<file path="src/hw/bspc_cfg.svh">
`ifndef BSPC_CFG_SVH
`define BSPC_CFG_SVH
// What this block does
// - Code 10 without adapter enters ship mode
// - Button hold or adapter attach leaves ship
// - Ship exit restores register reset values
// - Ship entry needs adapter absent
// - Input-qualified: code 11 or button resets
// - Unqualified: reset only without input supply
// - Register reset delayed, button reset immediate
// - Reset cycles switch on, off, on
// - Battery undervoltage opens switch, recovery resets
// - Two overcurrent levels, 100 us, 50 ms
// - Overcurrent hiccup 100 ms off, 1% on
// - Input overvoltage stops converter, discharges input
// - System overvoltage stops switching, pulls down
// - High-side overcurrent ends current switching cycle
// - System short forces pulse frequency operation
// - Battery overvoltage opens switch, discharges battery
// - Sleep comparator stops switching, power-good high
// - Poor source gives battery-only, status 000
// - Thermal regulation cuts current, halves timer
// - Buck shutdown turns converter and switch off
// - Battery-only shutdown turns switch off
// - Flags latch until read, status tracks
// - Unmasked event gives 256 us low pulse
// - Switch-off delay 25 ms or 12.5 s

`define BSPC_CLK_MHZ 100
`define BSPC_PK_QUAL_US 100
`define BSPC_PK_QUAL_CYC (`BSPC_PK_QUAL_US * `BSPC_CLK_MHZ)
`define BSPC_SW_QUAL_MS 50
`define BSPC_SW_QUAL_CYC (`BSPC_SW_QUAL_MS * 1000 * `BSPC_CLK_MHZ)
`define BSPC_HIC_OFF_MS 100
`define BSPC_HIC_OFF_CYC (`BSPC_HIC_OFF_MS * 1000 * `BSPC_CLK_MHZ)
`define BSPC_HIC_ON_PCT 1
`define BSPC_HIC_ON_CYC (`BSPC_HIC_OFF_CYC / 100 * `BSPC_HIC_ON_PCT)
`define BSPC_INT_US 256
`define BSPC_INT_CYC (`BSPC_INT_US * `BSPC_CLK_MHZ)
`define BSPC_DLY_SHORT_MS 25
`define BSPC_DLY_SHORT_CYC (`BSPC_DLY_SHORT_MS * 1000 * `BSPC_CLK_MHZ)
`define BSPC_DLY_LONG_DS 125
`define BSPC_DLY_LONG_CYC (`BSPC_DLY_LONG_DS * 100000 * `BSPC_CLK_MHZ)
`define BSPC_SHIP_EXIT_MS 1
`define BSPC_SHIP_EXIT_CYC (`BSPC_SHIP_EXIT_MS * 1000 * `BSPC_CLK_MHZ)
`define BSPC_BTN_RST_MS 10
`define BSPC_BTN_RST_CYC (`BSPC_BTN_RST_MS * 1000 * `BSPC_CLK_MHZ)
`define BSPC_RST_OFF_MS 10
`define BSPC_RST_OFF_CYC (`BSPC_RST_OFF_MS * 1000 * `BSPC_CLK_MHZ)

`define BSPC_OFF_CTRL 8'h00
`define BSPC_OFF_STAT 8'h04
`define BSPC_OFF_FLAG 8'h08
`define BSPC_OFF_MASK 8'h0c
`define BSPC_CTRL_WV_BIT 2
`define BSPC_CTRL_DS_BIT 3
`define BSPC_MASK_RST 6'h00
`define BSPC_SRC_ADAPTER 3'h1
`define BSPC_F_IN 0
`define BSPC_F_BAT 1
`define BSPC_F_SOVP 2
`define BSPC_F_SHORT 3
`define BSPC_F_THERMAL_REGULATION_LIMIT 4
`define BSPC_F_TSHUT 5
`define BSPC_NFLG 6
`endif

</file>
<file path="src/hw/bspc_pkg.sv">
package bspc_pkg;
  // Battery switch control codes
  typedef enum logic [1:0] {
    BSPC_SW_NORM = 2'h0,
    BSPC_SW_SHDN = 2'h1,
    BSPC_SW_SHIP = 2'h2,
    BSPC_SW_SRST = 2'h3
  } bspc_swc_t;
  // Switch sequencer states
  typedef enum logic [7:0] {
    BSPC_NORM  = 8'h01,
    BSPC_DLY   = 8'h02,
    BSPC_SHIPW = 8'h04,
    BSPC_SHIP  = 8'h08,
    BSPC_SRST  = 8'h10,
    BSPC_HOFF  = 8'h20,
    BSPC_HON   = 8'h40,
    BSPC_UVLO  = 8'h80
  } bspc_st_t;
endpackage : bspc_pkg

</file>
<file path="src/hw/bspc_ctrl.sv">
// Design decisions made here: the Wishbone slave port and the register offsets.
`timescale 1ns/10ps
`include "bspc_cfg.svh"
module bspc_ctrl import bspc_pkg::*; #(
  parameter logic [31:0] PK_QUAL_CYC   = `BSPC_PK_QUAL_CYC,
  parameter logic [31:0] SW_QUAL_CYC   = `BSPC_SW_QUAL_CYC,
  parameter logic [31:0] HIC_OFF_CYC   = `BSPC_HIC_OFF_CYC,
  parameter logic [31:0] HIC_ON_CYC    = `BSPC_HIC_ON_CYC,
  parameter logic [31:0] INT_CYC       = `BSPC_INT_CYC,
  parameter logic [31:0] DLY_SHORT_CYC = `BSPC_DLY_SHORT_CYC,
  parameter logic [31:0] DLY_LONG_CYC  = `BSPC_DLY_LONG_CYC,
  parameter logic [31:0] SHIP_EXIT_CYC = `BSPC_SHIP_EXIT_CYC,
  parameter logic [31:0] BTN_RST_CYC   = `BSPC_BTN_RST_CYC,
  parameter logic [31:0] RST_OFF_CYC   = `BSPC_RST_OFF_CYC
)(
  input  wire logic        CLK,             // Clock
  input  wire logic        RST_B,           // Async reset, low
  input  wire logic [7:0]  ADR_I,           // Bus byte address
  input  wire logic [31:0] DAT_I,           // Bus write data
  output logic      [31:0] DAT_O,           // Bus read data
  input  wire logic [3:0]  SEL_I,           // Byte enables
  input  wire logic        WE_I,            // Write strobe
  input  wire logic        CYC_I,           // Bus cycle
  input  wire logic        STB_I,           // Bus strobe
  output logic             ACK_O,           // Bus acknowledge
  input  wire logic        ADAPTER_PRESENT, // Input above UVLO
  input  wire logic        WAKE_BUTTON_N,   // Wake button, low
  input  wire logic        BAT_UV,          // Battery undervolt
  input  wire logic        BAT_PK_OC,       // Peak current trip
  input  wire logic        BAT_SW_OC,       // Switch OCP trip
  input  wire logic        INPUT_OVP,       // Input overvolt
  input  wire logic        SYS_OVP,         // System overvolt
  input  wire logic        HS_OC,           // High-side OCP
  input  wire logic        SW_CYC_START,    // Switching cycle
  input  wire logic        SYS_SHORT,       // System short
  input  wire logic        BAT_OVP,         // Battery overvolt
  input  wire logic        SLEEP_CMP,       // Input near battery
  input  wire logic        POOR_SOURCE,     // Poor source
  input  wire logic        TJ_REG,          // Above reg limit
  input  wire logic        TJ_SHUT,         // Above shutdown
  output logic             BATTERY_PATH_SWITCH_ON, // Switch on
  output logic             SERIAL_EN,       // Interface on
  output logic             CONVERTER_EN,    // Converter on
  output logic             HS_DRIVE_OFF,    // High-side off
  output logic             INPUT_DISCHARGE_EN, // Input sink
  output logic             SYS_PULLDOWN_EN, // System sink
  output logic             PULSE_FREQUENCY_OPERATION, // PULSE_FREQUENCY_OPERATION
  output logic             BAT_DISCHARGE_EN, // Battery sink
  output logic             POWER_GOOD_N,    // Power good, low
  output logic             CHARGE_CURRENT_REDUCE, // Cut current
  output logic             SAFETY_TIMER_HALF, // Half timer rate
  output logic             INT_N            // Interrupt, low
);
  // Sampled comparator inputs
  logic        a_pres;
  logic        btn;
  logic        bat_uv;
  logic        pk_oc;
  logic        sw_oc;
  logic        in_ovp;
  logic        s_ovp;
  logic        hs_oc;
  logic        s_short;
  logic        b_ovp;
  logic        sleep;
  logic        poor;
  logic        tj_reg;
  logic        tj_shut;
  logic [13:0] in_r;

  // Registers
  bspc_st_t    st_r;
  bspc_st_t    st_nxt;
  logic [31:0] tmr_r;
  logic [31:0] tmr_nxt;
  bspc_swc_t   code_r;
  logic        wv_r;
  logic        ds_r;
  logic [5:0]  mask_r;
  logic [5:0]  flag_r;
  logic [5:0]  flag_nxt;
  logic [5:0]  stat_d_r;
  logic [5:0]  rcap_r;
  logic [31:0] rdat_r;
  logic        ack_r;
  logic        oc_stat_r;
  logic        hs_off_r;
  logic        btn_q_d_r;
  logic [31:0] int_r;

  // Internal terms
  logic        buck;
  logic        sw_on;
  logic        ser_en;
  logic        pk_q;
  logic        sw_q;
  logic        oc_q;
  logic        btn_q;
  logic        btn_hit;
  logic        btn_go;
  logic        rst_ok;
  logic        exit_q;
  logic        regrst;
  logic        srst_end;
  logic [31:0] dly_cyc;
  logic [5:0]  stat;
  logic [5:0]  evt;
  logic [5:0]  clr;
  logic [2:0]  src;
  logic        req;
  logic        wr;
  logic        rd_end;
  logic [31:0] rd_mux;
  bspc_swc_t   wcode;

  // Word address match
  function automatic logic hit(input logic [7:0] a,
                               input logic [7:0] off);
    hit = (a[7:2] == off[7:2]);
  endfunction : hit

  // Sample comparators once
  always_ff @(posedge CLK or negedge RST_B) begin
    if (!RST_B) in_r <= 14'h0;
    else in_r <= {TJ_SHUT, TJ_REG, POOR_SOURCE, SLEEP_CMP,
                  BAT_OVP, SYS_SHORT, HS_OC, SYS_OVP,
                  INPUT_OVP, BAT_SW_OC, BAT_PK_OC, BAT_UV,
                  !WAKE_BUTTON_N, ADAPTER_PRESENT};
  end

  // Named comparator levels
  assign a_pres  = in_r[0];
  assign btn     = in_r[1];
  assign bat_uv  = in_r[2];
  assign pk_oc   = in_r[3];
  assign sw_oc   = in_r[4];
  assign in_ovp  = in_r[5];
  assign s_ovp   = in_r[6];
  assign hs_oc   = in_r[7];
  assign s_short = in_r[8];
  assign b_ovp   = in_r[9];
  assign sleep   = in_r[10];
  assign poor    = in_r[11];
  assign tj_reg  = in_r[12];
  assign tj_shut = in_r[13];

  // Operating mode
  assign buck = a_pres && !poor;

  // Overcurrent qualification while switch on, then button hold qualification
  bspc_qual #(.CNT(PK_QUAL_CYC)) u_pk (
    .clk   (CLK),
    .rst_b (RST_B),
    .lvl   (pk_oc && sw_on),
    .done  (pk_q)
  );
  bspc_qual #(.CNT(SW_QUAL_CYC)) u_sw (
    .clk   (CLK),
    .rst_b (RST_B),
    .lvl   (sw_oc && sw_on),
    .done  (sw_q)
  );
  bspc_qual #(.CNT(BTN_RST_CYC)) u_btn (
    .clk   (CLK),
    .rst_b (RST_B),
    .lvl   (btn),
    .done  (btn_q)
  );
  bspc_qual #(.CNT(SHIP_EXIT_CYC)) u_exit (
    .clk   (CLK),
    .rst_b (RST_B),
    .lvl   (btn && st_r == BSPC_SHIP),
    .done  (exit_q)
  );

  // Sequencer triggers
  assign oc_q    = pk_q || sw_q;
  assign btn_hit = btn_q && !btn_q_d_r;
  assign rst_ok  = wv_r || !a_pres;
  assign btn_go  = btn_hit && rst_ok;
  assign dly_cyc = ds_r ? DLY_LONG_CYC : DLY_SHORT_CYC;

  // Switch sequencer next state
  always_comb begin
    st_nxt = st_r;
    unique case (st_r)
      BSPC_NORM: begin
        if (!a_pres && bat_uv) st_nxt = BSPC_UVLO;
        else if (oc_q) st_nxt = BSPC_HOFF;
        else if (btn_go) st_nxt = BSPC_SRST;
        else if (code_r == BSPC_SW_SHIP ||
                 code_r == BSPC_SW_SRST) st_nxt = BSPC_DLY;
      end
      BSPC_DLY: begin
        if (code_r == BSPC_SW_NORM) st_nxt = BSPC_NORM;
        else if (!a_pres && bat_uv) st_nxt = BSPC_UVLO;
        else if (tmr_r >= dly_cyc - 32'h1) begin
          if (code_r == BSPC_SW_SRST) st_nxt = BSPC_SRST;
          else st_nxt = BSPC_SHIPW;
        end
      end
      BSPC_SHIPW: begin
        if (code_r == BSPC_SW_NORM) st_nxt = BSPC_NORM;
        else if (!a_pres) st_nxt = BSPC_SHIP;
      end
      BSPC_SHIP: begin
        if (exit_q || a_pres) st_nxt = BSPC_NORM;
      end
      BSPC_SRST: begin
        if (tmr_r >= RST_OFF_CYC - 32'h1) st_nxt = BSPC_NORM;
      end
      BSPC_HOFF: begin
        if (tmr_r >= HIC_OFF_CYC - 32'h1) st_nxt = BSPC_HON;
      end
      BSPC_HON: begin
        if (oc_q) st_nxt = BSPC_HOFF;
        else if (tmr_r >= HIC_ON_CYC - 32'h1) st_nxt = BSPC_NORM;
      end
      BSPC_UVLO: begin
        if (!bat_uv || a_pres) st_nxt = BSPC_NORM;
      end
      default: st_nxt = BSPC_NORM;
    endcase
  end

  // Timer restarts on every state change
  assign tmr_nxt = (st_nxt != st_r) ? 32'h0 : tmr_r + 32'h1;

  // Sequencer registers
  always_ff @(posedge CLK or negedge RST_B) begin
    if (!RST_B) begin
      st_r      <= BSPC_NORM;
      tmr_r     <= 32'h0;
      btn_q_d_r <= 1'b0;
    end else begin
      st_r      <= st_nxt;
      tmr_r     <= tmr_nxt;
      btn_q_d_r <= btn_q;
    end
  end

  // Leaving ship or undervoltage restores registers
  assign regrst = (st_r == BSPC_SHIP || st_r == BSPC_UVLO) &&
                  st_nxt == BSPC_NORM;
  assign srst_end = st_r == BSPC_SRST && st_nxt == BSPC_NORM;

  // Battery switch and interface enable
  assign sw_on = (st_r == BSPC_NORM || st_r == BSPC_DLY ||
                  st_r == BSPC_HON ||
                  (st_r == BSPC_SHIPW && !wv_r)) &&
                 !(b_ovp && buck) && !tj_shut;
  assign ser_en = !(st_r == BSPC_SHIP || st_r == BSPC_UVLO);

  // Status vector
  assign stat[`BSPC_F_IN]    = a_pres && (in_ovp || sleep);
  assign stat[`BSPC_F_BAT]   = oc_stat_r || (b_ovp && buck);
  assign stat[`BSPC_F_SOVP]  = s_ovp && buck;
  assign stat[`BSPC_F_SHORT] = s_short && buck;
  assign stat[`BSPC_F_THERMAL_REGULATION_LIMIT]  = tj_reg && buck;
  assign stat[`BSPC_F_TSHUT] = tj_shut;
  assign src = buck ? `BSPC_SRC_ADAPTER : 3'h0;
  assign evt = stat & ~stat_d_r;

  // Overcurrent status: set on trip, cleared once off
  always_ff @(posedge CLK or negedge RST_B) begin
    if (!RST_B) oc_stat_r <= 1'b0;
    else if (st_r != BSPC_HOFF && st_nxt == BSPC_HOFF)
      oc_stat_r <= 1'b1;
    else if (st_r == BSPC_HOFF) oc_stat_r <= 1'b0;
  end

  // High-side drive off for the rest of the cycle
  always_ff @(posedge CLK or negedge RST_B) begin
    if (!RST_B) hs_off_r <= 1'b0;
    else if (hs_oc && buck) hs_off_r <= 1'b1;
    else if (SW_CYC_START) hs_off_r <= 1'b0;
  end

  // Status history for event detection
  always_ff @(posedge CLK or negedge RST_B) begin
    if (!RST_B) stat_d_r <= 6'h0;
    else stat_d_r <= stat;
  end

  // Latched flags, set wins over read clear
  genvar i;
  generate
    for (i = 0; i < `BSPC_NFLG; i++) begin : g_flag
      assign flag_nxt[i] = evt[i] || (flag_r[i] && !clr[i]);
      always_ff @(posedge CLK or negedge RST_B) begin
        if (!RST_B) flag_r[i] <= 1'b0;
        else if (regrst) flag_r[i] <= 1'b0;
        else flag_r[i] <= flag_nxt[i];
      end
    end
  endgenerate

  // Interrupt pulse, masked events still flag
  always_ff @(posedge CLK or negedge RST_B) begin
    if (!RST_B) int_r <= 32'h0;
    else if (|(evt & ~mask_r)) int_r <= INT_CYC;
    else if (int_r != 32'h0) int_r <= int_r - 32'h1;
  end

  // Bus decode
  assign req    = CYC_I && STB_I;
  assign wr     = req && ack_r && WE_I && SEL_I[0] && ser_en;
  assign rd_end = req && ack_r && !WE_I && ser_en &&
                  hit(ADR_I, `BSPC_OFF_FLAG);
  assign clr    = rd_end ? rcap_r : 6'h0;
  assign wcode  = bspc_swc_t'(DAT_I[1:0]);

  // Read selection, zero when interface off or unmapped
  assign rd_mux =
    !ser_en ? 32'h0 :
    hit(ADR_I, `BSPC_OFF_CTRL) ?
      {28'h0, ds_r, wv_r, code_r} :
    hit(ADR_I, `BSPC_OFF_STAT) ?
      {13'h0, src, st_r, 2'h0, stat} :
    hit(ADR_I, `BSPC_OFF_FLAG) ? {26'h0, flag_r} :
    hit(ADR_I, `BSPC_OFF_MASK) ? {26'h0, mask_r} :
    32'h0;

  // Bus answer one cycle after request
  always_ff @(posedge CLK or negedge RST_B) begin
    if (!RST_B) begin
      ack_r  <= 1'b0;
      rdat_r <= 32'h0;
      rcap_r <= 6'h0;
    end else begin
      ack_r <= req && !ack_r;
      if (req && !ack_r) begin
        rdat_r <= rd_mux;
        rcap_r <= rd_mux[5:0];
      end
    end
  end

  // Control register
  always_ff @(posedge CLK or negedge RST_B) begin
    if (!RST_B) begin
      code_r <= BSPC_SW_NORM;
      wv_r   <= 1'b0;
      ds_r   <= 1'b0;
    end else if (regrst) begin
      code_r <= BSPC_SW_NORM;
      wv_r   <= 1'b0;
      ds_r   <= 1'b0;
    end else if (wr && hit(ADR_I, `BSPC_OFF_CTRL)) begin
      wv_r <= DAT_I[`BSPC_CTRL_WV_BIT];
      ds_r <= DAT_I[`BSPC_CTRL_DS_BIT];
      if (wcode == BSPC_SW_SRST && a_pres &&
          !DAT_I[`BSPC_CTRL_WV_BIT])
        code_r <= BSPC_SW_NORM;
      else code_r <= wcode;
    end else if (srst_end) begin
      code_r <= BSPC_SW_NORM;
    end
  end

  // Mask register
  always_ff @(posedge CLK or negedge RST_B) begin
    if (!RST_B) mask_r <= `BSPC_MASK_RST;
    else if (regrst) mask_r <= `BSPC_MASK_RST;
    else if (wr && hit(ADR_I, `BSPC_OFF_MASK))
      mask_r <= DAT_I[5:0];
  end

  // Bus outputs
  assign ACK_O = ack_r;
  assign DAT_O = rdat_r;

  // Power stage controls
  assign BATTERY_PATH_SWITCH_ON = sw_on;
  assign SERIAL_EN    = ser_en;
  assign CONVERTER_EN = buck && !in_ovp && !s_ovp && !sleep &&
                        !tj_shut &&
                        !(st_r == BSPC_SRST && wv_r);
  assign HS_DRIVE_OFF = hs_off_r;
  assign INPUT_DISCHARGE_EN = a_pres && in_ovp;
  assign SYS_PULLDOWN_EN = stat[`BSPC_F_SOVP];
  assign PULSE_FREQUENCY_OPERATION = stat[`BSPC_F_SHORT];
  assign BAT_DISCHARGE_EN = b_ovp && buck;
  assign POWER_GOOD_N = !buck || sleep;
  assign CHARGE_CURRENT_REDUCE = stat[`BSPC_F_THERMAL_REGULATION_LIMIT];
  assign SAFETY_TIMER_HALF = stat[`BSPC_F_THERMAL_REGULATION_LIMIT];
  assign INT_N = (int_r == 32'h0);
endmodule : bspc_ctrl

</file>
<file path="src/hw/bspc_qual.sv">
`timescale 1ns/10ps
module bspc_qual #(
  parameter logic [31:0] CNT = 32'h0000_0001
)(
  input  wire logic clk,  // System clock
  input  wire logic rst_b, // Async reset, low
  input  wire logic lvl,  // Level to qualify
  output logic      done  // Level held CNT cycles
);
  logic [31:0] cnt_r;
  logic [31:0] cnt_nxt;

  // Count while high, saturate at CNT
  assign cnt_nxt = !lvl ? 32'h0 :
                   (cnt_r == CNT) ? CNT : cnt_r + 32'h1;
  assign done    = lvl && (cnt_r == CNT);

  // Hold counter
  always_ff @(posedge clk or negedge rst_b) begin
    if (!rst_b) cnt_r <= 32'h0;
    else cnt_r <= cnt_nxt;
  end
endmodule : bspc_qual

</file>
<file path="config.mk">
export PLATFORM = sky130hd
export DESIGN_NAME = bspc_ctrl
export DESIGN_NICKNAME = d
export VERILOG_FILES = /design/src/hw/bspc_pkg.sv /design/src/hw/bspc_ctrl.sv /design/src/hw/bspc_qual.sv
export VERILOG_INCLUDE_DIRS = /design/src /design/src/hw
export SDC_FILE = /design/constraint.sdc
export NUM_CORES = 1
export LEC_CHECK = 0
export BUFFER_PORTS_ARGS = -buffer_cell sky130_fd_sc_hd__buf_2
export CORE_UTILIZATION = 55
export DETAILED_ROUTE_END_ITERATION = 6
export PLACE_DENSITY_LB_ADDON = 0.2
export SLEW_MARGIN = 15
export SYNTH_ARGS = -nofsm -noshare
export SYNTH_HDL_FRONTEND = slang
export SYNTH_SLANG_ARGS = --single-unit
</file>
<file path="constraint.sdc">
create_clock -name CLK -period 3.3 [get_ports CLK]
set_input_delay 0.66 -clock CLK [delete_from_list [all_inputs] [get_ports CLK]]
set_output_delay 0.66 -clock CLK [all_outputs]
set_load 0.005 [all_outputs]
</file>
==> impl_summary.txt, run 1 <==
----------------------------------------------------
[Run status]
  Outcome ... complete, no violations

[STA]
  Final critical delay including setup and external delays ... 3220 ps
  Normalized max-slew margin ... 41.2%
  Max Clock Skew ... 19.9 ps
  Period Utilization, post-route ... 97.6%
  Slew @ Worst Pin ... 873 ps
  Number of hold violations in the final report ... 0
  Final max-slew violation count ... 0
  Summed negative setup slack over all endpoints ... 0 ps
  Final setup fails ... 0
  Highest clock frequency the design can meet ... 0.310 GHz
  Unrepaired setup endpoints after global routing ... yes

[Cells and area]
  Final Net Count ... 1566
  Cell Count, Final, Fillers Out ... 1824
  Sequential cell area ... 6380 µm²
  Signed area change from the synthesized netlist to the final layout ... 13.9%
  Multi-input logic area ... 6900 µm²
  Total of fill cells in the finished design ... 2027
  Share of cells above drive strength 1 ... 15.3%

[Yosys]
  Largest family of logic cells by synthesized area ... simple AND/OR/NAND/NOR gates
  Mux cell area share after synthesis ... 1.18%
  Share of Yosys cell area claimed by the top area cell type ... 46.6%
  Synth Area in Adders ... 2.29%
  Top cell type by total area after synthesis ... dfrtp_1
  Number of instances in the synthesized netlist ... 1398
  Xor and xnor fraction of the mapped netlist area ... 11.4%
  Synthesized area divided by synthesized cell count ... 9.75 µm²
  Share of the yosys chip area belonging to registers ... 46.8%
  Distinct cell type count after synthesis ... 81
  Post-Synthesis Cell Area ... 13600 µm²
  Leading cell type by number of instances after synthesis ... dfrtp_1
  YS warnings ... 0
  Synth Area in Simple Gates ... 28.4%
  Complex-gate fraction of the synthesized area ... 5.98%
  Leading post-synthesis cells by cell area ... dfrtp_1 47%, xor2_1 6.4%, nor2_1 6.2%
  Async S/R FF share, synth ... 100%
  Commonest cells in the synthesized netlist ... 254 x dfrtp_1, 225 x nor2_1, 100 x xor2_1, 93 x nand2_1, 89 x nand3_1
  Post-synthesis sequential element count ... 255
  Most used flip-flop cell after synthesis ... dfrtp_1
  Number of enable-type register cells in the synthesized netlist ... 0

[Global route]
  Total grt overflow ... 0
  Global router's overall resource usage ... 23.6%
  Wire length of the first global-routing pass ... 50300 µm
  Maximum number of pins on one net before global-route repair ... 66
  Antenna violations before repair ... 1
  Number of global-route vias before repair ... 10100

[Place]
  Cell total after placement ... 1764
  Post-DP HPWL ... 20500 µm
  Count of buffers inserted at the top-level ports ... 60
  Final estimated routing congestion in global placement ... 0.875

[Clocking]
  Cell at the root of the clock tree ... clkbuf_16
  Deepest clock path buffer count ... 3
  Number of buffers created by CTS ... 29
  Clock transition at the registers of the reported paths ... 60 ps
  Count of hold-fix buffers inserted at cts ... 0
  Sinks on the clock net ... 255
  Insertion delay to the later sink of the worst-skew pair ... 540 ps
  Number of H-tree branching levels ... 1
  TritonCTS clock tree ... done

[Power and ir drop]
  Power per Cell Area ... 497 nW/µm²
  Cell-internal power ... 5590 µW
  Switching power ... 2140 µW
  Peak VDD IR ... 0.421 mV
  Part of the power in combinational logic ... 16.0%
  Proportion of total power due to net switching ... 27.7%
  Sequential power share ... 43.7%
  Lkg Pwr ... 0.00663 µW
  Proportion of power drawn by the clock network ... 40.3%

[Setup path]
  Data arrival time of the critical path ... 2560 ps
  Crit. End Element ... primary output
  Highest fanout seen on the critical path ... 3
  Required arrival time at the worst endpoint ... 2640 ps
  Worst R2R Setup Slack ... 80 ps
  Class of the most critical setup path ... register to primary output
  Worst reg2reg endpoint ... tmr_r[21]$_DFF_PN0_
  Worst reg-to-reg path cell count ... 11
  Kind of launch point of the worst setup path ... register
  Beginning of the worst register-to-register path ... ds_r$_DFFE_PN0P_

[Routing]
  Top Layer Used ... met4
  Iteration-0 DRC count of the detailed router ... 635
  Detailed-routed wire length on met3 ... 1060 µm
  Count of TritonRoute iterations in the first routing pass ... 7
  M1 WL ... 14300 µm
  Post-route ant nets ... 0
  Wire length on met2 ... 13900 µm
  Wire per inst ... 16.4 µm
  Via-to-Cell Ratio ... 5.72
  Number of DRC violations after detailed routing ... 0
  Vias post-DR ... 10400
  Routed WL ... 29900 µm

[Floorplan]
  Core outline area ... 24300 µm²
  Starting density of the core ... 56.1%
  Floorplan die area ... 25400 µm²
  Die Y-Extent ... 159 µm
  Total I/O pin count ... 109
  Die Width ... 159 µm
  Number of rows created at floorplan ... 57

[Worst hold path]
  Type of the worst min-delay path ... primary input to async pin

[Run]
  MaxCap Viol Count ... 0

----------------------------------------------------
==> critical path: stages, from the launching register on <==
cell and delay (ps):
dfrtp_1 380, or4_4 550, or3_4 350, or4_4 460
nor4_4 140, buf_2 150
==> cell type report <==
cell class,count,area share (%)
Multi-Input combinational cell,1046,44.4
Sequential cell,255,41.1
Clock buffer,42,5.50
Timing Repair Buffer,107,4.92
Tap cell,324,2.61
Inverter,38,0.918
Clock inverter,11,0.531
Antenna cell,1,0.0161
==> worst max-delay path by stage <==
stage | startpoint | cells after the start | endpoint
final | int_r[16]$_DFFE_PN0P_ | 5 | INT_N
after global routing | ds_r$_DFFE_PN0P_ | 11 | tmr_r[21]$_DFF_PN0_
after CTS | int_r[18]$_DFFE_PN0P_ | 5 | INT_N
after detailed placement | ds_r$_DFFE_PN0P_ | 11 | tmr_r[31]$_DFF_PN0_
after global placement | ds_r$_DFFE_PN0P_ | 12 | tmr_r[31]$_DFF_PN0_
after floorplan | ds_r$_DFFE_PN0P_ | 10 | tmr_r[10]$_DFF_PN0_
==> power groups by stage <==
stage	clock network (µW)	registers, µW	logic, µW
global placement	0	3420	1130
floorplan	0	3370	854
finish	3110	3370	1230
CTS	3180	3370	1150
detailed placement	0	3420	1150
global route	3300	3390	1340
==> layout by cell type, fill, tap and decap left out, types with 14 or more instances in the layout <==
cell type,count
buf_2,59
dfrtp_1,253
nor3_1,38
nor4_1,36
nor4_2,30
nand2_1,93
buf_4,39
and3_1,29
inv_1,37
nor4b_1,14
and4_1,15
and2_1,19
clkbuf_16,31
nand3_1,89
xor2_1,100
o21ai_0,15
nor2_1,224
a21oi_1,23
xnor2_1,75
ha_1,25
nand4_1,39
conb_1,17
==> state kept, by name (all words and copies together) (netlist names) <==
signal and flops:
ACK_O 1, DAT_O 10, HS_DRIVE_OFF 1, btn_q_d_r 1
code_r 2, ds_r 1, flag_r 6, in_r 14
int_r 32, mask_r 6, oc_stat_r 1, rcap_r 5
st_r 8, stat_d_r 6, tmr_r 32, u_btn.cnt_r 32
u_exit.cnt_r 32, u_pk.cnt_r 32, u_sw.cnt_r 32, wv_r 1
==> per-stage QoR <==
stage          util (%)  setup slack, ps  hold slack, ps  power (µW)  instance area (µm²)
2_1_floorplan         -             33.1             364        4220                13700
3_3_place_gp       59.3             11.7             467        4540                14400
3_5_place_dp       59.3            -38.7             475        4570                14400
4_1_cts            63.4            -14.6            76.4        7700                15400
5_1_grt            63.9            -31.6             111        8030                15500
6_report           63.9             77.9            46.5        7720                15500
==> kinds of logic (layout without fill, tap and decap cells) <==
group / Yosys count / after routing
AOI/OAI and AO/OA: 109 / 109
adders and majority gates: 25 / 25
xor gates and xnor gates: 176 / 176
buffers and inverters: 113 / 198
other: 1 / 18
and+or+nand+nor: 707 / 707
DFF: 255 / 255
muxes: 12 / 12
==> routing by layer <==
| metal | vias to the layer above | track usage [%] |
|---|---|---|
| li1 | 5034 | - |
| met1 | 5135 | 34.1 |
| met2 | 216 | 38.2 |
| met3 | 49 | 2.66 |
| met4 | 0 | 5.90 |
| met5 | - | 0 |
==> timing repair <==
action	4_1_cts	5_1_grt
cloned	0	3
setup buffers	3	0
endpoints found under the setup margin	33	51
resized for setup	6	11
pin swaps	3	4
Power figures use the tool's default switching activity.
==> run 2, diff against run 1 <==
- CORE_ASPECT_RATIO: not set -> 1.2
==> impl_summary.txt, run 2 (synthesis gave the netlist of run 1 again) <==
----------------------------------------------------
[Run status]
  Outcome ... complete, but fails checks
  Violations in the final reports ... setup timing

[Power and ir drop]
  Part of the power in combinational logic ... 15.9%
  Peak VDD IR ... 0.450 mV
  Cell-internal power ... 5440 µW
  Power per Cell Area ... 490 nW/µm²
  Power Total ... 7550 µW
  Proportion of power drawn by the clock network ... 39.4%
  Proportion of total power due to net switching ... 28.0%
  Sequential power share ... 44.7%
  Lkg Pwr ... 0.00657 µW
  Switching power ... 2110 µW

[Cells and area]
  Signed area change from the synthesized netlist to the final layout ... 13.1%
  Total of fill cells in the finished design ... 1949
  Share of cells above drive strength 1 ... 14.7%
  Sequential cell area ... 6380 µm²
  Top library cells by usage in the layout, fill and taps aside ... 254 x dfrtp_1, 225 x nor2_1, 100 x xor2_1
  Cell area after layout ... 15400 µm²
  Final Net Count ... 1560
  Multi-input logic area ... 6890 µm²
  Most frequent standard cell in the layout excluding fill and tap cells ... dfrtp_1

[Setup path]
  Data arrival time of the critical path ... 2700 ps
  Crit-path most repeated cell ... or4_4
  Class of the most critical setup path ... register to primary output
  Crit path buffers/inverters ... 1
  Largest stage delay, worst path ... 550 ps
  Crit. End Element ... primary output
  Kind of launch point of the worst setup path ... register
  Required arrival time at the worst endpoint ... 2640 ps
  Highest fanout seen on the critical path ... 3
  Cells along the critical path ... or4_4 -> or3_4 -> or4_4 -> nor4_4 -> buf_2
  CP delay by family, top ... simple AND/OR/NAND/NOR gates
  Slowest cell on the critical path ... or4_4

[Clocking]
  Insertion delay to the later sink of the worst-skew pair ... 560 ps
  Count of hold-fix buffers inserted at cts ... 0
  Clock transition at the registers of the reported paths ... 60 ps
  TritonCTS clock tree ... done
  Sinks on the clock net ... 255
  Number of H-tree branching levels ... 1
  Number of buffers created by CTS ... 27
  Cell at the root of the clock tree ... clkbuf_16
  Deepest clock path buffer count ... 3

[Floorplan]
  Total I/O pin count ... 109
  Starting density of the core ... 56.5%
  Die Y-Extent ... 174 µm
  Core outline area ... 24100 µm²
  Die Width ... 146 µm
  Number of rows created at floorplan ... 62
  Floorplan die area ... 25400 µm²

[STA]
  Final max-slew violation count ... 0
  Period Utilization, post-route ... 102%
  Final critical delay including setup and external delays ... 3360 ps
  Normalized max-slew margin ... 33.6%
  Slew @ Worst Pin ... 987 ps
  Number of hold violations in the final report ... 0
  Max Clock Skew ... 27.9 ps
  Unrepaired setup endpoints after global routing ... yes
  Summed negative setup slack over all endpoints ... -68.8 ps
  Highest clock frequency the design can meet ... 0.298 GHz
  Final hold slack ... 138 ps
  Final setup fails ... 2
  Final critical-path setup slack ... -56.5 ps

[Place]
  Instance area after placement ... 14400 µm²
  Post-DP HPWL ... 20700 µm
  Count of buffers inserted at the top-level ports ... 60
  Final estimated routing congestion in global placement ... 0.838
  Worst Setup Slack post-DPL ... 19.5 ps

[Routing]
  Post-route ant nets ... 0
  Wire length on met2 ... 13900 µm
  Count of TritonRoute iterations in the first routing pass ... 5
  Via-to-Cell Ratio ... 5.74
  Iteration-0 DRC count of the detailed router ... 621
  Vias post-DR ... 10400
  Number of DRC violations after detailed routing ... 0
  Top Layer Used ... met5
  Wire per inst ... 16.5 µm
  Routed WL ... 29900 µm
  Detailed-routed wire length on met3 ... 1480 µm
  M1 WL ... 13700 µm

[Worst hold path]
  Type of the worst min-delay path ... primary input to async pin

[Global route]
  Maximum number of pins on one net before global-route repair ... 92
  Number of global-route vias before repair ... 10200
  Total grt overflow ... 0
  Wire length of the first global-routing pass ... 50700 µm
  Antenna violations before repair ... 3
  Global router's overall resource usage ... 24.1%

[Run]
  MaxCap Viol Count ... 0

----------------------------------------------------
run 2: power by group through the flow:
| stage | logic [µW] | registers (µW) | clock network, µW |
|---|---|---|---|
| floorplan | 854 | 3370 | 0 |
| global placement | 1150 | 3420 | 0 |
| detailed placement | 1170 | 3430 | 0 |
| CTS | 1180 | 3370 | 3050 |
| global route | 1320 | 3390 | 3160 |
| finish | 1200 | 3380 | 2980 |
run 2: cell type report:
class | instances | area share, %
inverter | 38 | 0.925
clock buffer | 42 | 5.33
multi-input combinational | 1046 | 44.7
timing repair buffer | 103 | 4.67
sequential | 255 | 41.4
clock inverter | 8 | 0.389
antenna | 2 | 0.0325
tap | 320 | 2.60
run 2: path summary, 6_finish.rpt:
path	startpoint	endpoint	slack, ps	depth (start not counted)
max in group asynchronous	RST_B	in_r[8]$_DFF_PN0_	2430	2
setup / recovery	int_r[17]$_DFFE_PN0P_	INT_N	-60	5
hold reg to reg	u_pk.cnt_r[0]$_DFF_PN0_	u_pk.cnt_r[0]$_DFF_PN0_	490	1
min in group CLK	TJ_REG	in_r[12]$_DFF_PN0_	200	1
hold / removal	RST_B	tmr_r[22]$_DFF_PN0_	140	1
setup reg to reg	int_r[17]$_DFFE_PN0P_	int_r[16]$_DFFE_PN0P_	-10	10
run 2: repair_timing:
action	CTS	global route
buffers inserted	4	2
endpoints found under the setup margin	2	38
pin swaps	3	1
gates resized for setup	5	7
run 2: routing by layer:
metal  global-route usage [%]  vias up
li1                         -     5028
met1                     33.2     5087
met2                     38.6      234
met3                     4.04       69
met4                     8.46        2
met5                        0        -
run 2: stage by stage:
step,util [%],cells
3_3_place_gp,59.8,1756
5_1_grt,63.9,1812
2_1_floorplan,-,1414
4_1_cts,63.7,1810
3_5_place_dp,59.8,1756
6_report,63.9,1814
==> run 3, diff against run 2 <==
- ABC_AREA: not set -> 1
==> impl_summary.txt, run 3 <==
----------------------------------------------------
[Yosys]
  Complex-gate fraction of the synthesized area ... 9.79%
  Synthesized area divided by synthesized cell count ... 7.60 µm²
  Share of Yosys cell area claimed by the top area cell type ... 43.3%
  Number of enable-type register cells in the synthesized netlist ... 0
  Synth Area in Simple Gates ... 32.0%
  Post-synthesis sequential element count ... 255
  Post-Synthesis Cell Area ... 14700 µm²
  Mux cell area share after synthesis ... 0%
  Leading cell type by number of instances after synthesis ... inv_1
  Largest family of logic cells by synthesized area ... simple AND/OR/NAND/NOR gates
  Commonest cells in the synthesized netlist ... 305 x inv_1, 297 x nand2_1, 281 x nor2_1, 254 x dfrtp_1, 115 x o21ai_0
  Top cell type by total area after synthesis ... dfrtp_1
  Leading post-synthesis cells by cell area ... dfrtp_1 43%, inv_1 7.8%, nand2_1 7.6%
  Distinct cell type count after synthesis ... 58
  YS warnings ... 0
  Synth Area in Adders ... 2.13%
  Number of instances in the synthesized netlist ... 1933
  Most used flip-flop cell after synthesis ... dfrtp_1
  Xor and xnor fraction of the mapped netlist area ... 2.74%
  Async S/R FF share, synth ... 100%
  Share of the yosys chip area belonging to registers ... 43.5%

[Place]
  Post-DP HPWL ... 25100 µm
  Instance area after placement ... 15400 µm²
  Count of buffers inserted at the top-level ports ... 60
  Final estimated routing congestion in global placement ... 0.925
  Cell total after placement ... 2320

[Routing]
  Count of TritonRoute iterations in the first routing pass ... 5
  Routed WL ... 34100 µm
  Wire per inst ... 14.4 µm
  Post-route ant nets ... 0
  Iteration-0 DRC count of the detailed router ... 623
  Vias post-DR ... 13100
  Number of DRC violations after detailed routing ... 0
  Via-to-Cell Ratio ... 5.52

[Cells and area]
  Finished Core Util ... 62.4%
  Share of cells above drive strength 1 ... 9.95%
  Total of fill cells in the finished design ... 2303
  Top library cells by usage in the layout, fill and taps aside ... 304 x inv_1, 297 x nand2_1, 281 x nor2_1
  Final Net Count ... 2108
  Cell area after layout ... 16400 µm²
  Sequential cell area ... 6380 µm²
  Multi-input logic area ... 6920 µm²
  # diodes ... 0
  Most frequent standard cell in the layout excluding fill and tap cells ... inv_1
  Signed area change from the synthesized netlist to the final layout ... 11.6%
  Cell Count, Final, Fillers Out ... 2375

[Global route]
  Total grt overflow ... 0
  Wire length of the first global-routing pass ... 58100 µm
  Antenna violations before repair ... 0
  Maximum number of pins on one net before global-route repair ... 83
  Number of global-route vias before repair ... 12800
  Global router's overall resource usage ... 25.6%

[Power and ir drop]
  Power Total ... 8180 µW
  Cell-internal power ... 5710 µW
  Proportion of total power due to net switching ... 30.2%
  Proportion of power drawn by the clock network ... 39.6%
  Power per Cell Area ... 499 nW/µm²
  Sequential power share ... 42.1%
  Switching power ... 2470 µW
  Part of the power in combinational logic ... 18.4%
  Peak VDD IR ... 0.410 mV
  Lkg Pwr ... 0.00735 µW

[Setup path]
  Highest fanout seen on the critical path ... 5
  CP delay by family, top ... simple AND/OR/NAND/NOR gates
  Crit-path most repeated cell ... inv_1
  Worst reg-to-reg path cell count ... 16
  Largest stage delay, worst path ... 370 ps
  Crit. End Element ... primary output
  Data arrival time of the critical path ... 2390 ps
  Worst R2R Setup Slack ... 290 ps
  Beginning of the worst register-to-register path ... ds_r$_DFFE_PN0P_
  Slowest cell on the critical path ... dfrtp_1
  Cells along the critical path ... inv_1 -> ha_1 -> inv_1 -> nor2_1 -> nand2_1 -> nor4_1 -> nand2_1 -> inv_1 -> buf_2
  Class of the most critical setup path ... register to primary output
  Crit path buffers/inverters ... 4
  Kind of launch point of the worst setup path ... register
  Required arrival time at the worst endpoint ... 2640 ps
  Worst reg2reg endpoint ... tmr_r[0]$_DFF_PN0_

[Floorplan]
  Die Y-Extent ... 181 µm
  Total I/O pin count ... 109
  Starting density of the core ... 55.9%
  Floorplan die area ... 27400 µm²
  Die Width ... 151 µm
  Number of rows created at floorplan ... 65
  Core outline area ... 26300 µm²

[Clocking]
  Insertion delay to the later sink of the worst-skew pair ... 540 ps
  Count of hold-fix buffers inserted at cts ... 0
  Sinks on the clock net ... 255
  Cell at the root of the clock tree ... clkbuf_16
  TritonCTS clock tree ... done
  Number of buffers created by CTS ... 28
  Number of H-tree branching levels ... 1
  Clock transition at the registers of the reported paths ... 60 ps
  Deepest clock path buffer count ... 3

[Run status]
  Outcome ... complete, no violations

[Run]
  MaxCap Viol Count ... 0

[STA]
  Max Clock Skew ... 14.6 ps
  Period Utilization, post-route ... 92.5%
  Highest clock frequency the design can meet ... 0.328 GHz
  Normalized max-slew margin ... 37.5%
  Final max-slew violation count ... 0
  Slew @ Worst Pin ... 930 ps
  Summed negative setup slack over all endpoints ... 0 ps
  Final setup fails ... 0
  Unrepaired setup endpoints after global routing ... no
  Number of hold violations in the final report ... 0
  Final critical delay including setup and external delays ... 3050 ps

[Worst hold path]
  Type of the worst min-delay path ... primary input to async pin

----------------------------------------------------
[run 3: changes by cell type after synthesis, sizes merged, moves of 50 or more]
cell | previous run | this run
xnor2 | 76 | 6
nand2 | 93 | 301
nand4 | 39 | 89
a21oi | 24 | 98
inv | 38 | 312
nor2 | 225 | 294
o21ai | 17 | 115
xor2 | 100 | 40
nor3 | 39 | 135
[run 3: logic make-up after synthesis]
family,after synthesis
xor gates and xnor gates,46
DFF,255
and+or+nand+nor,991
adders and majority gates,25
AOI/OAI and AO/OA,261
other,1
buffers and inverters,354
[run 3: worst max path at each step]
stage | depth (start not counted) | slack, ps | from | end
after global placement | 16 | 330 | ds_r$_DFFE_PN0P_ | tmr_r[0]$_DFF_PN0_
after detailed placement | 14 | 240 | ds_r$_DFFE_PN0P_ | tmr_r[0]$_DFF_PN0_
final | 9 | 250 | int_r[0]$_DFFE_PN0P_ | INT_N
after global routing | 9 | 1 | int_r[0]$_DFFE_PN0P_ | INT_N
after CTS | 9 | 150 | int_r[0]$_DFFE_PN0P_ | INT_N
after floorplan | 17 | 830 | ds_r$_DFFE_PN0P_ | tmr_r[26]$_DFF_PN0_
[run 3: power by group through the flow]
stage / Clock [µW] / Sequential [µW] / Combinational, µW
after floorplan: 0 / 3450 / 1190
after global placement: 0 / 3490 / 1460
after detailed placement: 0 / 3490 / 1490
after CTS: 3300 / 3440 / 1500
after global routing: 3450 / 3460 / 1710
final: 3240 / 3440 / 1500
[run 3: worst reg2reg max path, delay by kind of cell (launching register included)]
| family | cells | cell delay, ps |
|---|---|---|
| adder cells (fa/ha/maj) | 1 | 360 |
| AND/OR/NAND/NOR | 12 | 1380 |
| buffers and inverters | 2 | 480 |
| AO/OA/AOI/OAI | 1 | 160 |
| flip-flops | 1 | 490 |
[run 3: repair_timing]
action / CTS / global route
resized for setup: 0 / 3
buffers inserted: 0 / 4
endpoints found under the setup margin: 0 / 33
[run 3: stage by stage]
| stage | hold slack, ps | worst slack, ps |
|---|---|---|
| after global routing | 155 | 1.31 |
| after CTS | 132 | 155 |
| after floorplan | 364 | 826 |
| after detailed placement | 456 | 243 |
| after global placement | 450 | 332 |
| final | 120 | 248 |
[run 3: layer usage]
metal | vias to the layer above | wire length [µm] | track usage [%]
met1 | 6207 | 15000 | 33.8
li1 | 6552 | - | -
met3 | 67 | 1520 | 3.43
met4 | 0 | 865 | 8.72
met2 | 286 | 16800 | 43.1
met5 | - | 0 | 0
[run 3: area by class of cell]
cell class	instances	area share, %
Clock inverter	10	0.817
Clock buffer	41	5.07
Tap cell	335	2.56
Multi-Input combinational cell	1340	42.2
Inverter	315	7.25
Sequential cell	255	39.0
Timing Repair Buffer	79	3.09
